`src/rtl/fdp_map.svh`:
```
/*
 holds the register indices, field positions, reset values and clock
 figures of the fan drive block. assumes inclusion by bare name.
*/
`ifndef FDP_MAP_SVH
`define FDP_MAP_SVH
`define FDP_IDX_FREQ 7'h02
`define FDP_IDX_VALUE 7'h03
`define FDP_IDX_CONFIG 7'h04
`define FDP_RST_FREQ 8'h04
`define FDP_RST_VALUE 8'hff
`define FDP_RST_CONFIG 8'h01
`define FDP_CFG_MASK 8'h3f
`define FDP_FREQ_SRC_BIT 7
`define FDP_CFG_CPU_ANALOG_BIT 1
`define FDP_CFG_SYS_ANALOG_BIT 0
`define FDP_DUTY_FULL 8'hff
`define FDP_RST_INDEX 7'h00
`define FDP_INDEX_MSB 6
`define FDP_PRESCALE_MSB 6
`define FDP_CODE_MSB 7
`define FDP_CODE_LSB 2
`define FDP_CPU_MODE_LSB 4
`define FDP_SYS_MODE_LSB 2
`define FDP_READ_NONE 8'h00
`define FDP_CODE_NONE 6'h00
`define FDP_CORE_HZ 25000000
`define FDP_FAST_HZ 24000000
`define FDP_SLOW_HZ 180000
`endif

```
`src/rtl/fdp_pkg.sv`:
```
/*
 holds the mode types of the fan drive block. assumes nothing.
*/
package fdp_pkg;
   typedef enum logic [1:0]
   {
      FDP_MANUAL = 2'h0,
      FDP_THERMAL = 2'h1,
      FDP_SPEED = 2'h2,
      FDP_PIECEWISE = 2'h3
   } fdp_mode_type;
   typedef enum logic [1:0]
   {
      FDP_S_PWM = 2'b01,
      FDP_S_VOLT = 2'b10
   } fdp_drive_type;
endpackage

```
`src/rtl/fdp_pwm_channel.sv`:
```
/*
 one pwm channel: prescaled tick feeding an 8-bit period counter.
 assumes a tick input already at the selected source rate.
*/
`timescale 1ns/1ps
`include "fdp_map.svh"
module fdp_pwm_channel
(
   input wire logic core_clk,
   input wire logic rst,
   input wire logic src_tick,
   input wire logic [6:0] prescale,
   input wire logic [7:0] duty,
   output logic pwm_level
);
   logic [6:0] pre_reg;
   logic [7:0] count_reg;
   logic step;

   // prescaler divides source ticks by the field value
   assign step = src_tick && (pre_reg + 7'h01 >= prescale);
   always_ff @(posedge core_clk)
   begin
      if (rst)
         pre_reg <= 7'h00;
      else if (step)
         pre_reg <= 7'h00;
      else if (src_tick)
         pre_reg <= pre_reg + 7'h01;
   end

   // period counter, 256 steps per period
   always_ff @(posedge core_clk)
   begin
      if (rst)
         count_reg <= 8'h00;
      else if (step)
         count_reg <= count_reg + 8'h01;
   end

   // high while count below duty, full duty constant high
   always_ff @(posedge core_clk)
   begin
      if (rst)
         pwm_level <= 1'b1;
      else
         pwm_level <= (duty == `FDP_DUTY_FULL) || (count_reg < duty);
   end
endmodule

```
`src/rtl/fdp_fan_drive.sv`:
```
/*
 fan drive top: index/data register port, frequency, value and
 configuration registers, one prescaled pwm channel and the voltage
 code path of the processor fan, mode outputs of both fans.
 assumes bus strobes are single core_clk pulses from same-domain logic,
 and that software keeps the prescaler field nonzero.
*/
// Behaviour
// - bit 7 picks 24 MHz or 180 KHz
// - bits 6-0 divide the selected clock
// - pwm frequency is clock over prescale over 256
// - frequency ignored in voltage mode
// - duty FFh high, 00h low
// - other duty gives high fraction value/256
// - config bit 1 picks duty or code
// - voltage code is bits 7-2
// - bits 5-4 processor fan mode
// - bits 3-2 system fan mode, 11 none
// - bit 1 processor pin pwm or analog
// - bit 0 system pin pwm or analog
// - reset values 04h, FFh, 01h
`timescale 1ns/1ps
`include "fdp_map.svh"
module fdp_fan_drive
#(
   parameter int CORE_HZ = `FDP_CORE_HZ
)
(
   input wire logic core_clk,
   input wire logic rst,
   input wire logic addr_wr,
   input wire logic data_wr,
   input wire logic data_rd,
   input wire logic [7:0] wr_data,
   output logic [7:0] rd_data,
   output logic processor_fan_output,
   output logic [5:0] voltage_code,
   output logic processor_fan_analog,
   output logic system_fan_analog,
   output fdp_pkg::fdp_mode_type processor_fan_mode,
   output fdp_pkg::fdp_mode_type system_fan_mode
);
   // accumulator wide enough for the core rate plus one source rate
   localparam int ACC_W = $clog2(CORE_HZ) + 1;
   localparam int FAST_HZ = `FDP_FAST_HZ;
   localparam int SLOW_HZ = `FDP_SLOW_HZ;
   localparam int SEL_FREQ = 0;
   localparam int SEL_VALUE = 1;
   localparam int SEL_CONFIG = 2;
   localparam logic [7:0] RST_CONFIG = `FDP_RST_CONFIG;

   // registers, decode and source ticks
   logic [6:0] index_reg;
   logic [7:0] freq_reg;
   logic [7:0] value_reg;
   logic [7:0] config_reg;
   logic [2:0] reg_sel;
   logic [ACC_W-1:0] fast_acc_reg;
   logic [ACC_W-1:0] slow_acc_reg;
   logic [ACC_W:0] fast_sum;
   logic [ACC_W:0] slow_sum;
   logic fast_tick_reg;
   logic slow_tick_reg;
   logic src_tick;
   logic pwm_level;
   fdp_pkg::fdp_drive_type drive_reg;
   fdp_pkg::fdp_drive_type drive_next;

   // fractional accumulator: tick at rate hz out of CORE_HZ
   function automatic logic [ACC_W:0] acc_step(input logic [ACC_W-1:0] acc,
                                                input int hz);
      logic [ACC_W:0] sum;
      sum = {1'b0, acc} + (ACC_W+1)'(hz);
      if (sum >= (ACC_W+1)'(CORE_HZ))
         sum = {1'b1, ACC_W'(sum - (ACC_W+1)'(CORE_HZ))};
      else
         sum = {1'b0, sum[ACC_W-1:0]};
      return sum;
   endfunction

   // one-hot select of the register that the latched index names
   function automatic logic [2:0] reg_select(input logic [6:0] idx);
      logic [2:0] sel;
      sel = 3'b000;
      case (idx)
         `FDP_IDX_FREQ:
            sel[SEL_FREQ] = 1'b1;
         `FDP_IDX_VALUE:
            sel[SEL_VALUE] = 1'b1;
         `FDP_IDX_CONFIG:
            sel[SEL_CONFIG] = 1'b1;
         default:
            sel = 3'b000;
      endcase
      return sel;
   endfunction

   // two-bit mode field at a given position of a configuration word
   function automatic fdp_pkg::fdp_mode_type mode_field(input logic [7:0] cfg,
                                                        input int lsb);
      return fdp_pkg::fdp_mode_type'(cfg[lsb +: 2]);
   endfunction

   // index latch; bit 7 of the address port is reserved
   always_ff @(posedge core_clk)
   begin
      if (rst)
         index_reg <= `FDP_RST_INDEX;
      else if (addr_wr)
         index_reg <= wr_data[`FDP_INDEX_MSB:0];
   end

   // decode shared by the write and read paths
   assign reg_sel = reg_select(index_reg);

   // frequency register: source bit and prescaler
   always_ff @(posedge core_clk)
   begin
      if (rst)
         freq_reg <= `FDP_RST_FREQ;
      else if (data_wr && reg_sel[SEL_FREQ])
         freq_reg <= wr_data;
   end

   // output value register: duty or voltage code
   always_ff @(posedge core_clk)
   begin
      if (rst)
         value_reg <= `FDP_RST_VALUE;
      else if (data_wr && reg_sel[SEL_VALUE])
         value_reg <= wr_data;
   end

   // configuration register; reserved bits 7-6 stay zero
   always_ff @(posedge core_clk)
   begin
      if (rst)
         config_reg <= `FDP_RST_CONFIG;
      else if (data_wr && reg_sel[SEL_CONFIG])
         config_reg <= wr_data & `FDP_CFG_MASK;
   end

   // read mux, unmapped indices read zero
   always_ff @(posedge core_clk)
   begin
      if (rst)
         rd_data <= `FDP_READ_NONE;
      else if (data_rd)
      begin
         if (reg_sel[SEL_FREQ])
            rd_data <= freq_reg;
         else if (reg_sel[SEL_VALUE])
            rd_data <= value_reg;
         else if (reg_sel[SEL_CONFIG])
            rd_data <= config_reg;
         else
            rd_data <= `FDP_READ_NONE;
      end
   end

   // next accumulator values; the carry bit is the tick
   assign fast_sum = acc_step(fast_acc_reg, FAST_HZ);
   assign slow_sum = acc_step(slow_acc_reg, SLOW_HZ);

   // 24 MHz tick; dropped core ticks leave some period jitter
   always_ff @(posedge core_clk)
   begin
      if (rst)
      begin
         fast_acc_reg <= '0;
         fast_tick_reg <= 1'b0;
      end
      else
      begin
         fast_acc_reg <= fast_sum[ACC_W-1:0];
         fast_tick_reg <= fast_sum[ACC_W];
      end
   end

   // 180 KHz tick, one core cycle wide
   always_ff @(posedge core_clk)
   begin
      if (rst)
      begin
         slow_acc_reg <= '0;
         slow_tick_reg <= 1'b0;
      end
      else
      begin
         slow_acc_reg <= slow_sum[ACC_W-1:0];
         slow_tick_reg <= slow_sum[ACC_W];
      end
   end

   // source select by frequency bit 7
   assign src_tick = freq_reg[`FDP_FREQ_SRC_BIT] ? slow_tick_reg : fast_tick_reg;

   // prescaled 256-step channel
   fdp_pwm_channel u_channel
   (
      .core_clk(core_clk),
      .rst(rst),
      .src_tick(src_tick),
      .prescale(freq_reg[`FDP_PRESCALE_MSB:0]),
      .duty(value_reg),
      .pwm_level(pwm_level)
   );

   // next drive state follows config bit 1
   always_comb
   begin
      drive_next = drive_reg;
      case (drive_reg)
         fdp_pkg::FDP_S_PWM:
            if (config_reg[`FDP_CFG_CPU_ANALOG_BIT])
               drive_next = fdp_pkg::FDP_S_VOLT;
         fdp_pkg::FDP_S_VOLT:
            if (!config_reg[`FDP_CFG_CPU_ANALOG_BIT])
               drive_next = fdp_pkg::FDP_S_PWM;
         default:
            drive_next = fdp_pkg::FDP_S_PWM;
      endcase
   end

   // drive state register, pwm after reset
   always_ff @(posedge core_clk)
   begin
      if (rst)
         drive_reg <= fdp_pkg::FDP_S_PWM;
      else
         drive_reg <= drive_next;
   end

   // pin level per drive state; frequency unused in voltage mode
   always_ff @(posedge core_clk)
   begin
      if (rst)
         processor_fan_output <= 1'b1;
      else
      begin
         case (drive_reg)
            fdp_pkg::FDP_S_PWM:
               processor_fan_output <= pwm_level;
            fdp_pkg::FDP_S_VOLT:
               processor_fan_output <= 1'b0;
            default:
               processor_fan_output <= 1'b0;
         endcase
      end
   end

   // voltage code per drive state; reserved value bits 1-0 dropped
   always_ff @(posedge core_clk)
   begin
      if (rst)
         voltage_code <= `FDP_CODE_NONE;
      else
      begin
         case (drive_reg)
            fdp_pkg::FDP_S_PWM:
               voltage_code <= `FDP_CODE_NONE;
            fdp_pkg::FDP_S_VOLT:
               voltage_code <= value_reg[`FDP_CODE_MSB:`FDP_CODE_LSB];
            default:
               voltage_code <= `FDP_CODE_NONE;
         endcase
      end
   end

   // processor fan mode from config bits 5-4
   always_ff @(posedge core_clk)
   begin
      if (rst)
         processor_fan_mode <= mode_field(RST_CONFIG, `FDP_CPU_MODE_LSB);
      else
         processor_fan_mode <= mode_field(config_reg, `FDP_CPU_MODE_LSB);
   end

   // system fan mode; code 11 passes on with no function
   always_ff @(posedge core_clk)
   begin
      if (rst)
         system_fan_mode <= mode_field(RST_CONFIG, `FDP_SYS_MODE_LSB);
      else
         system_fan_mode <= mode_field(config_reg, `FDP_SYS_MODE_LSB);
   end

   // processor pin kind from config bit 1
   always_ff @(posedge core_clk)
   begin
      if (rst)
         processor_fan_analog <= RST_CONFIG[`FDP_CFG_CPU_ANALOG_BIT];
      else
         processor_fan_analog <= config_reg[`FDP_CFG_CPU_ANALOG_BIT];
   end

   // system pin kind from config bit 0
   always_ff @(posedge core_clk)
   begin
      if (rst)
         system_fan_analog <= RST_CONFIG[`FDP_CFG_SYS_ANALOG_BIT];
      else
         system_fan_analog <= config_reg[`FDP_CFG_SYS_ANALOG_BIT];
   end
endmodule

```
`config.mk`:
```
export PLATFORM = sky130hd
export DESIGN_NAME = fdp_fan_drive
export DESIGN_NICKNAME = d
export VERILOG_FILES = /design/src/rtl/fdp_pkg.sv /design/src/rtl/fdp_pwm_channel.sv /design/src/rtl/fdp_fan_drive.sv
export VERILOG_INCLUDE_DIRS = /design/src /design/src/rtl
export SDC_FILE = /design/constraint.sdc
export NUM_CORES = 1
export LEC_CHECK = 0
export BUFFER_PORTS_ARGS = -buffer_cell sky130_fd_sc_hd__buf_2
export CAP_MARGIN = 15
export CORE_ASPECT_RATIO = 1.25
export CORE_MARGIN = 2
export CORE_UTILIZATION = 62
export CTS_CLUSTER_SIZE = 8
export DETAILED_ROUTE_END_ITERATION = 12
export GPL_ROUTABILITY_DRIVEN = 0
export PLACE_DENSITY = 0.81
export SETUP_SLACK_MARGIN = 0.4
export SKIP_LAST_GASP = 1
export SLEW_MARGIN = 15
export SYNTH_ARGS = -nofsm -noshare
export SYNTH_HDL_FRONTEND = slang
export SYNTH_SLANG_ARGS = --single-unit
export TNS_END_PERCENT = 50
```
`constraint.sdc`:
```
create_clock -name core_clk -period 3.8 [get_ports core_clk]
set_input_delay 0.19 -clock core_clk [delete_from_list [all_inputs] [get_ports core_clk]]
set_output_delay 0.19 -clock core_clk [all_outputs]
set_load 0.005 [all_outputs]
```
## Word-level counts from Yosys, hierarchy flattened

Index checks and enable logic that the tools add are counted.

- Mux-type cells: 13
- Add/sub/neg operators: 6
- Reductions and logical operators: 8
- Bitwise logic cells: 1
- Equal/unequal tests: 8
- Magnitude comparators: 4

Operators with widths:

| cell | number |
|---|---|
| 27-bit by 25-bit >= comparator with 1-bit output, second input constant | 2 |
| 27-bit two-way mux | 2 |
| 26-bit by 25-bit subtractor with 26-bit output, second input constant | 2 |
| 26-bit by 18-bit adder with 27-bit output, second input constant | 1 |
| 26-bit by 25-bit adder with 27-bit output, second input constant | 1 |
| 8-bit two-way mux | 2 |
| 7-bit by 2-bit equality test with 1-bit output, second input constant | 2 |
| 8-bit by 1-bit adder with 8-bit output, second input constant | 1 |
| 8-bit equality test, second input constant | 1 |
| 8-bit less-than comparator | 1 |
| 7-bit by 1-bit adder with 7-bit output, second input constant | 1 |
| 7-bit by 3-bit equality test with 1-bit output, second input constant | 1 |
| 7-bit >= comparator | 1 |
| 6-bit two-way mux | 1 |
| 1-bit two-way mux | 5 |
| 1-bit logical AND | 4 |
| 2-bit two-way mux | 2 |
| 2-bit != test, second input constant | 2 |
| 2-bit case mux with 2 select lines | 1 |
| 2-bit OR reduction | 2 |
| 2-bit by 1-bit equality test with 1-bit output, second input constant | 1 |
| 2-bit equality test, second input constant | 1 |
| 2-bit AND reduction | 1 |
| 1-bit logical OR | 1 |
| 1-bit NOT | 1 |

- Input port bits: 13
- Output and inout bits: 21
- Bits in registers: 122
- Logic and storage cells: 59

## Longest topological paths before layout

- Depth after elaboration: 5
- Depth in mapped cells: 12
- Gate-level depth less buffers: 10

## By module

Synthesis repeated with hierarchy kept, for this count alone.

- Cells, all modules: 854
- Area, all modules: 6752.7 sq um

By module, submodules not included:

| module | cells an instance | times used | area an instance (sq um) | seq. area each (sq um) |
|---|---|---|---|---|
| fdp_fan_drive | 716 | 1 | 5616.6 | 1901.8 |
| fdp_pwm_channel | 138 | 1 | 1136.1 | 320.3 |

## Worst setup path after synthesis

No wires, ideal clock.

- Path type: reg2reg
- From: register slow_acc_reg[5]
- To: register slow_acc_reg[20]
- Clock period less this slack: 2899 ps
- Data required time: 3685 ps
- Library setup time: 115 ps
- Setup slack: 901 ps
- Buffers on the path: 1
- Data arrival time: 2784 ps
- Cell stages (with the launch flop): 11
- Path through: dfxtp_1 ha_1 clkbuf_1 a211o_1 o211ai_1 a21oi_1 xnor2_1 nor4_4 a32oi_2 or4_1 and3_1

- Longest elaborated chain between the ends: 3
- Elaborated cells on any way between the ends: 4
- Those cells by class: add/sub (2); order compare (1); mux (1)

Ends and longest elaborated chain:

| what | line | source |
|---|---|---|
| from (decl) | fdp_fan_drive.sv:59 | `logic [ACC_W-1:0] slow_acc_reg;` |
| from (signal assigned) | fdp_fan_drive.sv:190 | `slow_acc_reg <= slow_sum[ACC_W-1:0];` |
| 26-bit by 18-bit adder with 27-bit output (*) | fdp_fan_drive.sv:73 | `sum = {1'b0, acc} + (ACC_W+1)'(hz);` |
| 26-bit by 25-bit subtractor with 26-bit output / 27-bit by 25-bit >= comparator with 1-bit output (equally long branches) | fdp_fan_drive.sv:75, fdp_fan_drive.sv:74 |  |
| 27-bit two-way mux (*) | fdp_fan_drive.sv:74 | `if (sum >= (ACC_W+1)'(CORE_HZ))` |

Every way passes the cells marked *; elsewhere a longest branch is shown, timed or not.
A chain may end at the register's enable or synchronous reset.

## Worst setup path in the final report

- From: register fast_acc_reg[9]
- To: register fast_acc_reg[17]

- Longest elaborated chain between the ends: 3
- Elaborated cells on any way between the ends: 4
- Those cells by class: add/sub (2); order compare (1); mux (1)

Ends and longest elaborated chain:

| what | line | source |
|---|---|---|
| from (decl) | fdp_fan_drive.sv:58 | `logic [ACC_W-1:0] fast_acc_reg;` |
| from (signal assigned) | fdp_fan_drive.sv:175 | `fast_acc_reg <= fast_sum[ACC_W-1:0];` |
| 26-bit by 25-bit adder with 27-bit output (*) | fdp_fan_drive.sv:73 |  |
| 26-bit by 25-bit subtractor with 26-bit output / 27-bit by 25-bit >= comparator with 1-bit output (equally long branches) | fdp_fan_drive.sv:75, fdp_fan_drive.sv:74 |  |
| 27-bit two-way mux (*) | fdp_fan_drive.sv:74 |  |

Marked as above.

==> reports/metrics.yaml <==
outcome:
  outcome: "completed"
floorplanning:
  dieArea_mm2: 0.0112
  fp.dieW_um: 95.2
  coreArea_mm2: 0.0101
  die_h_um: 118
  start_util_pct: 63.7
  rows: 41
  io_pins: 34
logic_synthesis:
  synth-edff-count: 0
  synth_top_area_share_pct: 34.5
  syn_inst: 792
  yosysUniqueCellTypes: 71
  netlist_area_mm2: 0.00644
  synth-seq-cells: 111
  yosys-top-cells-area: "dfxtp_1, ha_1, xnor2_1"
  async_reset_ff_share_pct: 0
  synth.net_count: 828
  ys_seq_area_share_pct: 34.5
  avgSynthCellArea_um2: 8.13
  synth_top_area_cell: "dfxtp_1"
  ys.flop_type: "dfxtp_1"
  ys_warn_count: 0
global_routing:
  grt_pass1_vias: 5369
  grt_pass1_wl_mm: 25.8
  grt_usage_pct: 28.4
  grt_remaining_overflow: 0
  grt_max_degree: 77
  antenna_found_initial: 0
cells_and_area:
  final_core_util_pct: 69.3
  largest_reg_flops: 21
  final_cell_area_mm2: 0.00700
  fillCellCount: 816
  final_cells: 934
  antenna_cells: 0
  area_growth_pct: 8.68
  mostFrequentLayoutCells: "dfxtp_1, nand2_1, nor2_1"
  drive_gt1_share_pct: 12.5
  nets: 836
  layout_commonest_cell: "dfxtp_1"
sta:
  period_share_pct: 84.9
  clock_skew_ns: 0.0123
  tightestPinTransition_ns: 1.07
  fmax_ghz: 0.310
  final.setup.tns_ns: 0
  rsz0062_at_grt: "false"
  hold_violations: 0
  period_needed_ns: 3.23
  slew_viol_final: 0
  setup_viol: 0
  max_slew_margin_pct: 28.5
placed_design:
  dp_cells: 915
  place_area_mm2: 0.00664
  io_buffers: 33
  dp_hpwl_mm: 11.1
drt:
  drt-total-wl_mm: 15.9
  dr.pass1.iters: 5
  via_count: 6009
  wl_per_cell_um: 17.0
  drc: 0
  vias_per_cell: 6.43
  ant_nets: 0
  drt_iter0_markers: 393
power_and_ir_drop:
  power_uw: 4900
  vdd.ir_drop.worst_v: 0.000581
  leakage_uw: 0.00277
  powerDensity_mw_per_mm2: 700
setup_path:
  path_max_fanout: 8
  worstSetupEndpointType: "register"
  slowest_delay_ns: 0.51
  cp.required_ns: 4.08
  worst-setup-path-type: "register to register"
  rr_startpoint: "fast_acc_reg[9]$_SDFF_PP0_"
  r2r_cells: 11
  cp_cell_sequence: "inv_1 > ha_2 > or3b_2 > a21oi_1 > o2111ai_1 > nand3_1 > nor2b_2 > a31oi_1 > buf_4 > or4_1 > a21oi_1"
  setup.worst_path.start: "fast_acc_reg[9]$_SDFF_PP0_"
  rrSetupSlack_ns: 0.57
  crit_top_cell: "a21oi_1"
  cp_slowest_cell: "or4_1"
  cp-endpoint: "fast_acc_reg[17]$_SDFF_PP0_"
  arrival_ns: 3.51
  worstSetupStartpointType: "register"
  reg2reg_to: "fast_acc_reg[17]$_SDFF_PP0_"
cts:
  clkSinkCount: 111
  path_clk_slew_ns: 0.08
  clockBufferDepth: 2
  htree_levels: 3
  cts_tree: "done"
  cts_buffers: 9
  cts.hold.buffers_added: 0
  cts_root_buf: "clkbuf_16"
  clk_latency_ns: 0.36
min_path:
  hp-class: "primary input to register"
job:
  cap_violations: 0
-- cells in the mapped netlist, types with 8 or more instances --
cell type and number:
o21ai_0 25, o211ai_1 12, nor2b_1 17, inv_1 28
clkbuf_1 33, a21oi_1 48, xor2_1 19, mux2i_1 15
nor2_1 58, a21o_1 8, nor4_1 17, nor3_1 40
nand3_1 42, nand2_1 71, xnor2_1 32, and3_1 9
buf_2 10, and4_1 8, or4_1 9, o31ai_1 10
dfxtp_1 111, nand4_1 14, or3_1 10, nand2b_1 9
ha_1 23
-- stage by stage --
step	setup slack [ns]	hold slack (ns)
2_1_floorplan	0.901	0.329
5_1_grt	0.402	0.124
6_report	0.573	0.102
4_1_cts	0.420	0.0952
3_3_place_gp	0.535	0.452
3_5_place_dp	0.431	0.461
-- how the worst min path moves through the flow --
stage / slack (ns) / end / cells after the start / start
finish: 0.10 / value_reg[7]$_SDFFE_PP1P_ / 3 / wr_data[7]
global route: 0.12 / freq_reg[6]$_SDFFE_PP0P_ / 3 / wr_data[6]
CTS: 0.1 / value_reg[7]$_SDFFE_PP1P_ / 3 / wr_data[7]
detailed placement: 0.46 / processor_fan_output$_SDFF_PP1_ / 1 / u_channel.pwm_level$_SDFF_PP1_
global placement: 0.45 / freq_reg[6]$_SDFFE_PP0P_ / 2 / freq_reg[6]$_SDFFE_PP0P_
floorplan: 0.33 / value_reg[0]$_SDFFE_PP1P_ / 2 / wr_data[0]
-- final cells by class --
class                   instances  area, um^2  area share, %
multi-input cells             605        3960           56.6
flip-flops and latches        111        2230           31.8
repair buffers                 45         255           3.65
clock buffers                   9         225           3.22
well taps                     129         161           2.31
inverters                      28         105           1.50
clock inverters                 7        63.8          0.912
-- critical path, delay by kind of cell, from the launching register on --
| kind | cells | cell delay (ns) |
|---|---|---|
| and+or+nand+nor | 4 | 1.38 |
| AOI/OAI and AO/OA | 4 | 0.70 |
| buffers and inverters | 2 | 0.40 |
| DFF | 1 | 0.38 |
| adders and majority gates | 1 | 0.29 |
-- kinds of logic (layout without fill, tap and decap cells) --
family          after synthesis  after routing  share of synthesized area, %
simple gates                334            334                          27.3
compound gates              175            175                          18.5
flops                       111            111                          34.5
buf+inv                      76             89                          4.74
xor+xnor                     51             51                          6.93
fa+ha+maj                    23             23                          4.47
mux                          22             22                          3.55
-- what timing repair did --
action | 4_1_cts | 5_1_grt
resized for setup | 0 | 12
setup endpoints to repair | 0 | 30
buffers inserted | 0 | 3
-- layer usage --
layer / vias up / wire length, um / global-route usage [%]
met1: 2836 / 6620 / 36.8
met4: 0 / 383 / 8.79
met3: 35 / 858 / 3.91
li1: 2901 / - / -
met2: 237 / 8010 / 48.1
met5: - / 0 / 0
-- power by group --
part | leakage, uW | total (uW) | switching [uW] | internal [uW]
clock network | 0.000141 | 933 | 473 | 461
logic | 0.00172 | 2300 | 1340 | 964
registers | 0.000909 | 1670 | 312 | 1350
Power figures use the tool's default switching activity.
